File: src/rtl/dic_defs.svh
// register offsets, field positions, reset values and timing counts
`ifndef DIC_DEFS_SVH
`define DIC_DEFS_SVH

// register byte offsets on the plain register port
`define DIC_OFS_CTRL      8'h00
`define DIC_OFS_DEBOUNCE  8'h04
`define DIC_OFS_STATE     8'h08
`define DIC_OFS_COUNT     8'h0C
`define DIC_OFS_IRQ_STAT  8'h10
`define DIC_OFS_IRQ_MASK  8'h14

// control register fields
`define DIC_CTRL_MODE_LSB 0
`define DIC_CTRL_MODE_MSB 1
`define DIC_CTRL_INV_BIT  2
`define DIC_CTRL_CSRC_BIT 3
`define DIC_CTRL_ASGN_BIT 4

// state register fields
`define DIC_ST_STATE_BIT  0
`define DIC_ST_DEB_BIT    1
`define DIC_ST_AC_BIT     2
`define DIC_ST_TC_BIT     3

// interrupt status and mask fields
`define DIC_IRQ_COUNT_BIT 0
`define DIC_IRQ_STATE_BIT 1

// reset values
`define DIC_RST_INVERT    1'h0
`define DIC_RST_CSRC      1'h0
`define DIC_RST_ASSIGN    1'h0
`define DIC_RST_DEB_MS    10'h000
`define DIC_RST_MASK      2'h0

// timing: clock rate in MHz, debounce ceiling and AC hold in ms
`define DIC_CLK_MHZ       100
`define DIC_CLK_PER_MS    (`DIC_CLK_MHZ * 1000)
`define DIC_DEB_MAX_MS    10'h3E8
`define DIC_AC_HOLD_MS    8'h19

`endif

File: src/rtl/dic_pkg.sv
// types shared by the input conditioner files
package dic_pkg;

    // channel operating modes
    typedef enum logic [1:0] {
        dic_mode_pulse,
        dic_transition_count_mode,
        dic_mode_ac,
        dic_mode_timecode
    } dic_mode_type;

endpackage

File: src/rtl/dic_debounce.sv
// debounce filter: accepts a level once it has stood long enough
`timescale 1ns/10ps
`include "dic_defs.svh"

module dic_debounce #(
    parameter int CLK_PER_MS = `DIC_CLK_PER_MS,
    parameter int CNT_W      = 27,
    parameter int MS_W       = 10
) (
    input  wire logic            clk,
    input  wire logic            srst,
    input  wire logic            level_in,
    input  wire logic [MS_W-1:0] deb_ms,
    output logic                 level_out,
    output logic                 changed
);

    logic             prev_reg;
    logic             acc_reg;
    logic             chg_reg;
    logic [CNT_W-1:0] cnt_reg;
    logic [CNT_W-1:0] target;

    // interval in ms turned into clock cycles
    function automatic logic [CNT_W-1:0] ms_to_cycles(
        input logic [MS_W-1:0] ms
    );
        ms_to_cycles = CNT_W'(64'(ms) * 64'(CLK_PER_MS));
    endfunction

    assign target    = ms_to_cycles(deb_ms);
    assign level_out = acc_reg;
    assign changed   = chg_reg;

    // previous sample, used to spot a level that moved again
    always_ff @(posedge clk) begin
        if (srst) begin
            prev_reg <= 1'h0;
        end else begin
            prev_reg <= level_in;
        end
    end

    // stability counter; any bounce restarts it from one
    always_ff @(posedge clk) begin
        if (srst) begin
            cnt_reg <= '0;
            acc_reg <= 1'h0;
            chg_reg <= 1'h0;
        end else begin
            chg_reg <= 1'h0;
            if (level_in == acc_reg) begin
                cnt_reg <= '0;
            end else if (level_in != prev_reg) begin
                cnt_reg <= CNT_W'(1);
            end else if (cnt_reg >= target) begin
                acc_reg <= level_in;
                chg_reg <= 1'h1;
                cnt_reg <= '0;
            end else begin
                cnt_reg <= cnt_reg + CNT_W'(1);
            end
        end
    end
endmodule

File: src/rtl/dic_channel.sv
// one conditioned digital input channel with its register port
`timescale 1ns/10ps
`include "dic_defs.svh"

module dic_channel #(
    parameter int   CLK_PER_MS = `DIC_CLK_PER_MS,
    parameter int   CNT_W      = 27,
    parameter int   COUNT_W    = 32,
    parameter bit   ON_BASE    = 1'b1,
    parameter logic [7:0] AC_HOLD_MS = `DIC_AC_HOLD_MS
) (
    input  wire logic        clk,
    input  wire logic        srst,
    input  wire logic        din,
    input  wire logic [7:0]  addr,
    input  wire logic [31:0] wdata,
    input  wire logic        wr_en,
    input  wire logic        rd_en,
    output logic      [31:0] rdata,
    output logic             irq,
    output logic             contact_state,
    output logic             meter_pulse,
    output logic             timecode_out,
    output logic             timecode_sync_en
);

    localparam int MS_W = 10;

    dic_pkg::dic_mode_type mode_reg;
    dic_pkg::dic_mode_type wr_mode;
    logic                  invert_reg;
    logic                  clksrc_reg;
    logic                  assign_reg;
    logic [MS_W-1:0]       deb_ms_reg;
    logic                  cond;
    logic                  deb_level;
    logic                  deb_chg;
    logic [CNT_W-1:0]      ms_div_reg;
    logic                  ms_tick_reg;
    logic                  cond_prev_reg;
    logic [7:0]            ac_cnt_reg;
    logic                  ac_on_reg;
    logic                  armed_reg;
    logic                  count_evt;
    logic [COUNT_W-1:0]    count_reg;
    logic                  state_next;
    logic                  state_reg;
    logic                  meter_reg;
    logic                  tc_path;
    logic                  tc_out_reg;
    logic                  tc_en_reg;
    logic [1:0]            irq_stat_reg;
    logic [1:0]            irq_mask_reg;
    logic [1:0]            irq_evt;
    logic                  irq_reg;
    logic [31:0]           rd_value;
    logic [31:0]           rdata_reg;
    logic                  ctrl_wr;
    logic                  deb_wr;
    logic                  cnt_wr;
    logic                  stat_wr;
    logic                  mask_wr;

    // register write decode
    assign ctrl_wr = wr_en && (addr == `DIC_OFS_CTRL);
    assign deb_wr  = wr_en && (addr == `DIC_OFS_DEBOUNCE);
    assign cnt_wr  = wr_en && (addr == `DIC_OFS_COUNT);
    assign stat_wr = wr_en && (addr == `DIC_OFS_IRQ_STAT);
    assign mask_wr = wr_en && (addr == `DIC_OFS_IRQ_MASK);

    assign wr_mode = dic_pkg::dic_mode_type'(
        wdata[`DIC_CTRL_MODE_MSB:`DIC_CTRL_MODE_LSB]);

    // control register; an option-module channel keeps its old mode
    // when asked for time-code, other fields still take the write
    always_ff @(posedge clk) begin
        if (srst) begin
            mode_reg   <= dic_pkg::dic_mode_pulse;
            invert_reg <= `DIC_RST_INVERT;
            clksrc_reg <= `DIC_RST_CSRC;
            assign_reg <= `DIC_RST_ASSIGN;
        end else if (ctrl_wr) begin
            if (ON_BASE || wr_mode != dic_pkg::dic_mode_timecode) begin
                mode_reg <= wr_mode;
            end
            invert_reg <= wdata[`DIC_CTRL_INV_BIT];
            clksrc_reg <= wdata[`DIC_CTRL_CSRC_BIT];
            assign_reg <= wdata[`DIC_CTRL_ASGN_BIT];
        end
    end

    // debounce interval in ms, clamped to the one second ceiling
    always_ff @(posedge clk) begin
        if (srst) begin
            deb_ms_reg <= `DIC_RST_DEB_MS;
        end else if (deb_wr) begin
            if (wdata > {22'h000000, `DIC_DEB_MAX_MS}) begin
                deb_ms_reg <= `DIC_DEB_MAX_MS;
            end else begin
                deb_ms_reg <= wdata[MS_W-1:0];
            end
        end
    end

    // polarity applied before anything else looks at the pin
    assign cond = din ^ invert_reg;

    dic_debounce #(
        .CLK_PER_MS (CLK_PER_MS),
        .CNT_W      (CNT_W),
        .MS_W       (MS_W)
    ) u_debounce (
        .clk       (clk),
        .srst      (srst),
        .level_in  (cond),
        .deb_ms    (deb_ms_reg),
        .level_out (deb_level),
        .changed   (deb_chg)
    );

    // free-running millisecond enable for the AC presence timer
    always_ff @(posedge clk) begin
        if (srst) begin
            ms_div_reg  <= '0;
            ms_tick_reg <= 1'h0;
        end else if (ms_div_reg == CNT_W'(CLK_PER_MS - 1)) begin
            ms_div_reg  <= '0;
            ms_tick_reg <= 1'h1;
        end else begin
            ms_div_reg  <= ms_div_reg + CNT_W'(1);
            ms_tick_reg <= 1'h0;
        end
    end

    // AC presence: any raw edge re-arms the hold timer; the raw level
    // is used because debounce would swallow the alternating signal
    always_ff @(posedge clk) begin
        if (srst) begin
            cond_prev_reg <= 1'h0;
            ac_cnt_reg    <= 8'h00;
            ac_on_reg     <= 1'h0;
        end else begin
            cond_prev_reg <= cond;
            if (cond != cond_prev_reg) begin
                ac_cnt_reg <= 8'h00;
                ac_on_reg  <= 1'h1;
            end else if (ms_tick_reg && ac_on_reg) begin
                if (ac_cnt_reg == AC_HOLD_MS - 8'h01) begin
                    ac_on_reg <= 1'h0;
                end else begin
                    ac_cnt_reg <= ac_cnt_reg + 8'h01;
                end
            end
        end
    end

    // half a pulse seen: set on accepted rise, cleared on fall
    always_ff @(posedge clk) begin
        if (srst) begin
            armed_reg <= 1'h0;
        end else if (mode_reg != dic_pkg::dic_mode_pulse) begin
            armed_reg <= 1'h0;
        end else if (deb_chg) begin
            armed_reg <= deb_level;
        end
    end

    // count event per mode; AC and time-code never count
    always_comb begin
        count_evt = 1'h0;
        case (mode_reg)
            dic_pkg::dic_mode_pulse: begin
                count_evt = deb_chg && !deb_level && armed_reg;
            end
            dic_pkg::dic_transition_count_mode: begin
                count_evt = deb_chg;
            end
            default: begin
                count_evt = 1'h0;
            end
        endcase
    end

    // pulse counter; a write clears it but a same-cycle event survives
    always_ff @(posedge clk) begin
        if (srst) begin
            count_reg <= '0;
        end else if (cnt_wr) begin
            count_reg <= count_evt ? COUNT_W'(1) : '0;
        end else if (count_evt) begin
            count_reg <= count_reg + COUNT_W'(1);
        end
    end

    // one-cycle pulse to the metering channel when assigned
    always_ff @(posedge clk) begin
        if (srst) begin
            meter_reg <= 1'h0;
        end else begin
            meter_reg <= count_evt && assign_reg;
        end
    end

    // reported contact state per mode
    always_comb begin
        state_next = deb_level;
        case (mode_reg)
            dic_pkg::dic_mode_ac: begin
                state_next = ac_on_reg;
            end
            dic_pkg::dic_mode_timecode: begin
                state_next = cond;
            end
            default: begin
                state_next = deb_level;
            end
        endcase
    end

    always_ff @(posedge clk) begin
        if (srst) begin
            state_reg <= 1'h0;
        end else begin
            state_reg <= state_next;
        end
    end

    // time-code path: only with both mode and clock source set,
    // passed without debounce so edge timing stays intact
    assign tc_path = (mode_reg == dic_pkg::dic_mode_timecode)
                     && clksrc_reg;

    always_ff @(posedge clk) begin
        if (srst) begin
            tc_out_reg <= 1'h0;
            tc_en_reg  <= 1'h0;
        end else begin
            tc_out_reg <= tc_path ? cond : 1'h0;
            tc_en_reg  <= tc_path;
        end
    end

    // interrupt status: events set, write one clears, set wins
    assign irq_evt[`DIC_IRQ_COUNT_BIT] = count_evt;
    assign irq_evt[`DIC_IRQ_STATE_BIT] = state_next != state_reg;

    always_ff @(posedge clk) begin
        if (srst) begin
            irq_stat_reg <= 2'h0;
        end else if (stat_wr) begin
            irq_stat_reg <= (irq_stat_reg & ~wdata[1:0]) | irq_evt;
        end else begin
            irq_stat_reg <= irq_stat_reg | irq_evt;
        end
    end

    always_ff @(posedge clk) begin
        if (srst) begin
            irq_mask_reg <= `DIC_RST_MASK;
        end else if (mask_wr) begin
            irq_mask_reg <= wdata[1:0];
        end
    end

    always_ff @(posedge clk) begin
        if (srst) begin
            irq_reg <= 1'h0;
        end else begin
            irq_reg <= |(irq_stat_reg & irq_mask_reg);
        end
    end

    // read mux; unmapped addresses read as zero
    always_comb begin
        rd_value = 32'h00000000;
        case (addr)
            `DIC_OFS_CTRL: begin
                rd_value[`DIC_CTRL_MODE_MSB:`DIC_CTRL_MODE_LSB] = mode_reg;
                rd_value[`DIC_CTRL_INV_BIT]  = invert_reg;
                rd_value[`DIC_CTRL_CSRC_BIT] = clksrc_reg;
                rd_value[`DIC_CTRL_ASGN_BIT] = assign_reg;
            end
            `DIC_OFS_DEBOUNCE: begin
                rd_value[MS_W-1:0] = deb_ms_reg;
            end
            `DIC_OFS_STATE: begin
                rd_value[`DIC_ST_STATE_BIT] = state_reg;
                rd_value[`DIC_ST_DEB_BIT]   = deb_level;
                rd_value[`DIC_ST_AC_BIT]    = ac_on_reg;
                rd_value[`DIC_ST_TC_BIT]    = tc_en_reg;
            end
            `DIC_OFS_COUNT: begin
                rd_value = 32'(count_reg);
            end
            `DIC_OFS_IRQ_STAT: begin
                rd_value[1:0] = irq_stat_reg;
            end
            `DIC_OFS_IRQ_MASK: begin
                rd_value[1:0] = irq_mask_reg;
            end
            default: begin
                rd_value = 32'h00000000;
            end
        endcase
    end

    // read data stands only in the cycle after the strobe
    always_ff @(posedge clk) begin
        if (srst) begin
            rdata_reg <= 32'h00000000;
        end else begin
            rdata_reg <= rd_en ? rd_value : 32'h00000000;
        end
    end

    assign rdata            = rdata_reg;
    assign irq              = irq_reg;
    assign contact_state    = state_reg;
    assign meter_pulse      = meter_reg;
    assign timecode_out     = tc_out_reg;
    assign timecode_sync_en = tc_en_reg;
endmodule

File: config.mk
export PLATFORM = sky130hd
export DESIGN_NAME = dic_channel
export DESIGN_NICKNAME = d
export VERILOG_FILES = /design/src/rtl/dic_pkg.sv /design/src/rtl/dic_debounce.sv /design/src/rtl/dic_channel.sv
export VERILOG_INCLUDE_DIRS = /design/src /design/src/rtl
export SDC_FILE = /design/constraint.sdc
export NUM_CORES = 1
export LEC_CHECK = 0
export BUFFER_PORTS_ARGS = -buffer_cell sky130_fd_sc_hd__buf_2
export CORE_MARGIN = 3
export CORE_UTILIZATION = 30
export DETAILED_ROUTE_END_ITERATION = 12
export GPL_ROUTABILITY_DRIVEN = 0
export HOLD_SLACK_MARGIN = 0.08
export PLACE_DENSITY_LB_ADDON = 0.15
export SYNTH_ARGS = -nofsm -noshare
export SYNTH_HDL_FRONTEND = slang
export SYNTH_SLANG_ARGS = --single-unit
export TNS_END_PERCENT = 100
File: constraint.sdc
create_clock -name clk -period 10.2 [get_ports clk]
set_input_delay 0.51 -clock clk [delete_from_list [all_inputs] [get_ports clk]]
set_output_delay 0.51 -clock clk [all_outputs]
set_load 0.02 [all_outputs]
== Word level (Yosys, flattened, before mapping) ==
Index checks and enable logic that the tools add are counted.

* Word-level logic and storage cells: 105
* Input port bits: 45
* Memories: 0
* Output and inout port bits: 37
* Latch bits: 0
* Register bits: 156
* Bits in read-only memories: 0
* Bits in writable memories: 0

* Add/sub/neg operators: 4
* Divide/modulo/power cells: 0
* Bitwise logic cells: 12
* Shift operators: 0
* Reduce and logical (&&, ||, !) cells: 30
* Multipliers: 1
* Equal/unequal tests: 13
* $lt $le $gt $ge: 2
* Mux-type cells: 18

{| class="wikitable"
|+ Operators with widths
! kind !! number
|-
| $mux 32 || 2
|-
| $add 27x1->27 const B || 2
|-
| $add 32x1->32 const B || 1
|-
| $gt 32x10->1 const B || 1
|-
| $eq 27x17->1 const B || 1
|-
| $ge 27x27->1 || 1
|-
| $eq 8x5->1 const B || 3
|-
| $mul 10x12->22 const B || 1
|-
| $eq 8x4->1 const B || 2
|-
| $reduce_or 2->1 || 7
|-
| $pmux 2 s6 || 1
|-
| $logic_and 1x1->1 || 10
|-
| $mux 10 || 1
|-
| $pmux 5 s2 || 1
|-
| $add 8x1->8 const B || 1
|-
| $eq 8x3->1 const B || 1
|-
| $logic_not 8->1 || 1
|-
| $mux 1 || 8
|-
| $pmux 2 s4 || 1
|-
| $reduce_bool 2->1 || 4
|-
| $not 1->1 || 6
|-
| $reduce_or 3->1 || 2
|-
| $and 2x2->2 || 2
|-
| $eq 2x2->1 const B || 2
|-
| 14 further kinds || 18
|}

== Longest topological paths before layout ==
* Word-level depth: 6
* Mapped depth: 26
* Mapped depth without buffers: 24

== Cells and area by module ==
From an unflattened synthesis, not the netlist that was laid out.

* Cell total of the unflattened synthesis: 1072
* Area, all modules: 9595.5 um2

{| class="wikitable"
|+ Modules (own cells, without submodules)
! module !! cells each !! sequential area each (um2) !! times used !! area an instance (um2)
|-
| dic_channel || 631 || 2542.4 || 1 || 5721.7
|-
| dic_debounce || 441 || 600.6 || 1 || 3873.7
|}

== Worst setup path before layout ==
No wires, ideal clock.

* Kind: register to register
* Start: register deb_ms_reg[5]
* End: register u_debounce.acc_reg (netlist: u_debounce.level_out)
* Setup time: 122 ps
* Clock period less this slack: 5325 ps
* Cell stages (with the launch flop): 21
* Slack: 4875 ps
* Required time: 10078 ps
* Path buffers: 0
* Arrival: 5203 ps
* Path through: dfxtp_1 -> ha_1 -> fa_1 -> inv_1 -> fa_1 -> inv_1 -> ha_1 -> fa_1 -> ha_1 -> a21oi_1 -> o221ai_1 -> or3b_2 -> o21ai_1 -> o21bai_1 -> xnor2_1 -> ha_1 -> a211oi_1 -> o211ai_1 -> o221ai_2 -> nor4b_1 -> a311o_1

* Longest elaborated chain between the ends: 3

{| class="wikitable"
|+ Ends and longest elaborated chain
! item !! line !! RTL
|-
| start: declaration || dic_channel.sv:34 || <nowiki>logic [MS_W-1:0] deb_ms_reg;</nowiki>
|-
| start signal: assignment || dic_channel.sv:95 || <nowiki>deb_ms_reg <= `DIC_RST_DEB_MS;</nowiki>
|-
| start signal: assignment || dic_channel.sv:98 || <nowiki>deb_ms_reg <= `DIC_DEB_MAX_MS;</nowiki>
|-
| start signal: assignment || dic_channel.sv:100 || <nowiki>deb_ms_reg <= wdata[MS_W-1:0];</nowiki>
|-
| $mul 10x12->22 || dic_debounce.sv:28 || <nowiki>ms_to_cycles = CNT_W'(64'(ms) * 64'(CLK_PER_MS));</nowiki>
|-
| $ge 27x27->1 || dic_debounce.sv:56 || <nowiki>end else if (cnt_reg >= target) begin</nowiki>
|-
| $reduce_and 3->1 (no source line) || -- ||
|-
| end signal: assignment || dic_debounce.sv:57 || <nowiki>acc_reg <= level_in;</nowiki>
|-
| end: declaration || dic_debounce.sv:19 || <nowiki>logic acc_reg;</nowiki>
|}

Every way passes these cells.
A chain may end at the register's enable or synchronous reset.

== Worst setup path after layout ==
* Start: register deb_ms_reg[5]
* End: register u_debounce.cnt_reg[19]

* Longest elaborated chain between the ends: 3

{| class="wikitable"
|+ Ends and longest elaborated chain
! item !! line !! RTL
|-
| $mul 10x12->22 || dic_debounce.sv:28 ||
|-
| $ge 27x27->1 || dic_debounce.sv:56 ||
|-
| $reduce_or 4->1 (no source line) || -- ||
|-
| end signal: assignment || dic_debounce.sv:61 || <nowiki>cnt_reg <= cnt_reg + CNT_W'(1);</nowiki>
|-
| end: declaration || dic_debounce.sv:21 || <nowiki>logic [CNT_W-1:0] cnt_reg;</nowiki>
|}

Every way passes these cells.

==> results_dict.tcl <==
set metrics [dict create \
    core_area_um2 29100 \
    synth_ff_type "dfxtp_1" \
    ys_types 70 \
    layout_commonest_cell "dfxtp_1" \
    grt_pass1_wl_mm 34.9 \
    synth_area_um2 8980 \
    synth_top_family_by_area "simple AND/OR/NAND/NOR gates" \
    rows 62 \
    hpwl_mm 16.7 \
    grt_usage 0.138 \
    path_max_fanout 25 \
    hold_viol 0 \
    max_freq_mhz 164 \
    ys_ff_latch 156 \
    tightest_slew_ns 1.12 \
    antenna_cells 0 \
    io_pins 82 \
    clockBufferDepth 2 \
    hold_class "in2reg" \
    grt_pass1_vias 6762 \
    critPathMostFrequentCell "ha_1" \
    slew_headroom 0.252 \
    cp-end-kind "flip-flop" \
    seq_power_share 0.458 \
    post_cts_resize_count 0 \
    synth_cells 1007 \
    route.detailed.drc 0 \
    hold_depth 3 \
    clockRootBuffer "clkbuf_16" \
    clock-skew-final_ns 0.00846 \
    critPathMaxStageDelay_ns 0.51 \
    grt_overflow 0 \
    drive_gt1_frac 0.126 \
    async_reset_ff_frac 0 \
    final_nets 1249 \
    cp_slowest_cell "fa_1" \
    clkLatencyLatePin_ns 0.43 \
    grt_max_degree 33 \
    reg2reg_depth 20 \
    totalPowerFinal_mw 1.34 \
    antenna_found_initial 2 \
    synth_fa_ha_area_frac 0.182 \
    port_buffers 81 \
    syn_area_per_cell_um2 8.92 \
    area_growth_pct 15.8 \
    vias 7017 \
    synthesis.nets 1172 \
    dr.pass1.iters 4 \
    cp-start-kind "flip-flop" \
    synthSimpleGateAreaFrac 0.232 \
    drtAntennaViolNets 0 \
    worstReg2RegStart "deb_ms_reg[5]" \
    clkTransAtPathRegs_ns 0.06 \
    r2r_end "u_debounce.cnt_reg[19]" \
    hold_slack_ns 0.382 \
    die_w_um 179 \
    rsz0062_at_grt "false" \
    min_period_over_period 0.597 \
    netSwitchingPower_mw 0.294 \
    synth_warnings 0 \
    cts_buffers 17 \
    min_from "wdata[0]" \
    wl_per_cell_um 14.6 \
    critical_path_class "reg2reg" \
    cap_violations 0 \
    htreeDepth 4 \
    fp.dieArea_um2 32100 \
    fp.dieH_um 179 \
    p_per_area_nw_per_um2 129 \
    cpLargestDelayFamily "adder cells" \
    arrival_ns 6.45 \
    mostFrequentLayoutCells "dfxtp_1 (156), nor2_1 (139), ha_1 (102)" \
    status "finished, final reports clean" \
    crit_required_ns 10.56 \
    finalWirelength_mm 21.6 \
    period_minus_slack_ns 6.09 \
    start_util 0.309 \
    p_clk_frac 0.512 \
    cts_tree "done" \
    p_leak_nw 4.48 \
    r2r_setup_slack_ns 4.11 \
    cts.sinks 156 \
    ctsHoldBuffers 0 \
    drv_slew 0 \
    crit_buf_inv 2 \
    synth-compound-area-share 0.0939 \
    synthMuxAreaShare 0.00696 \
    swShare 0.218 \
    synth_edf_count 0 \
    final-setup-viol-count 0 \
    power.internal_mw 1.05 \
    cts_setup_buffers 0 \
    viasPerCell 4.74 \
    hold_path_end "mode_reg[0]" \
    ir_worst_vdd_uv 115 \
    synth-xor-area-share 0.0975 \
    fin_setup_tns_ns 0 \
    seq_area_frac_synth 0.348 \
    comb_power_share 0.030 \
    drt-initial-drc-count 289 \
    crit_path_cell_trace "ha_1, fa_1, inv_1, fa_1, inv_1, ha_1, fa_1, ha_1, a21oi_1, o221ai_1, or3b_2, o21ai_1, o21bai_1, xnor2_1, ha_1, a211oi_1, o211ai_1, o221ai_2, nand2_2, nor2_1" \
]
[worst reg2reg max path: cells and delay by family, from the launching register on]
kind                       cells  cell delay (ns)
adders and majority gates      7             2.71
AOI/OAI and AO/OA              7             1.53
and+or+nand+nor                3             1.06
DFF                            1             0.48
xor gates and xnor gates       1             0.15
buffers and inverters          2             0.11
[cell families (layout without fill, tap and decap cells)]
logic type	count (synthesis)	after routing
AO/OA/AOI/OAI	127	127
XOR/XNOR	100	100
adder cells (fa/ha/maj)	120	120
buffers and inverters	89	179
flip-flops	156	156
multiplexers	6	6
AND/OR/NAND/NOR	409	409
[routing by layer]
metal / share of wire / global-route usage / vias to the layer above / wire, um
li1: - / - / 3636 / -
met1: 0.50 / 0.189 / 3251 / 10800
met2: 0.45 / 0.217 / 104 / 9680
met3: 0.035 / 0.0313 / 24 / 752
met4: 0.014 / 0.0416 / 2 / 304
met5: 0.00060 / 0 / - / 13
[power by group through the flow]
stage | registers (mW) | clock network, mW | logic [mW]
final | 0.616 | 0.688 | 0.0397
after global routing | 0.616 | 0.733 | 0.0445
after CTS | 0.616 | 0.710 | 0.0404
after detailed placement | 0.630 | 0 | 0.0402
after global placement | 0.630 | 0 | 0.0403
after floorplan | 0.628 | 0 | 0.0224
[metrics by stage]
| stage | instance area [um^2] | worst slack [ns] | instances | util |
|---|---|---|---|---|
| after CTS | 10400 | 4.02 | 1481 | 0.358 |
| final | 10400 | 4.11 | 1481 | 0.358 |
| after global placement | 9760 | 4.05 | 1449 | 0.336 |
| after global routing | 10400 | 3.66 | 1481 | 0.358 |
| after detailed placement | 9760 | 4.05 | 1449 | 0.336 |
| after floorplan | 8980 | 4.87 | 1007 | - |
[synth_stat cells (all sizes together), types with 4 or more instances]
cell type | count | share of area
dfxtp | 156 | 0.35
nor2 | 139 | 0.058
ha | 102 | 0.14
nand2 | 67 | 0.028
inv | 65 | 0.027
xnor2 | 52 | 0.051
nand3 | 50 | 0.028
a21oi | 48 | 0.028
xor2 | 48 | 0.047
nor3 | 30 | 0.020
and3 | 28 | 0.020
and2 | 22 | 0.015
fa | 18 | 0.040
o21ai | 18 | 0.010
clkbuf | 17 | 0.0071
nand4 | 15 | 0.013
nor4 | 14 | 0.013
a21o | 9 | 0.0075
a22oi | 9 | 0.0075
and4 | 9 | 0.0088
or3 | 9 | 0.0063
nor2b | 8 | 0.0056
buf | 7 | 0.0056
a211oi | 5 | 0.0042
a22o | 5 | 0.0049
or2 | 5 | 0.0040
a31oi | 4 | 0.0028
mux2i | 4 | 0.0045
o21bai | 4 | 0.0033
[how the worst max path moves through the flow]
| stage | startpoint | slack (ns) | end | cells after the start |
|---|---|---|---|---|
| final | deb_ms_reg[5] | 4.11 | u_debounce.cnt_reg[19] | 20 |
| after global routing | deb_ms_reg[5] | 3.66 | u_debounce.cnt_reg[3] | 20 |
| after floorplan | deb_ms_reg[5] | 4.87 | u_debounce.level_out | 20 |
| after CTS | deb_ms_reg[5] | 4.02 | u_debounce.cnt_reg[19] | 20 |
| after global placement | deb_ms_reg[5] | 4.05 | u_debounce.cnt_reg[25] | 20 |
| after detailed placement | deb_ms_reg[5] | 4.05 | u_debounce.cnt_reg[19] | 20 |
[layout make-up]
| cell class | count | area [um^2] |
|---|---|---|
| clock inverter | 13 | 188 |
| multi-input combinational | 762 | 5500 |
| timing repair buffer | 82 | 413 |
| tap | 384 | 480 |
| sequential | 156 | 3120 |
| fill | 3017 | 18700 |
| inverter | 65 | 244 |
| clock buffer | 19 | 453 |
No activity file was read; power rests on OpenSTA's default activity.
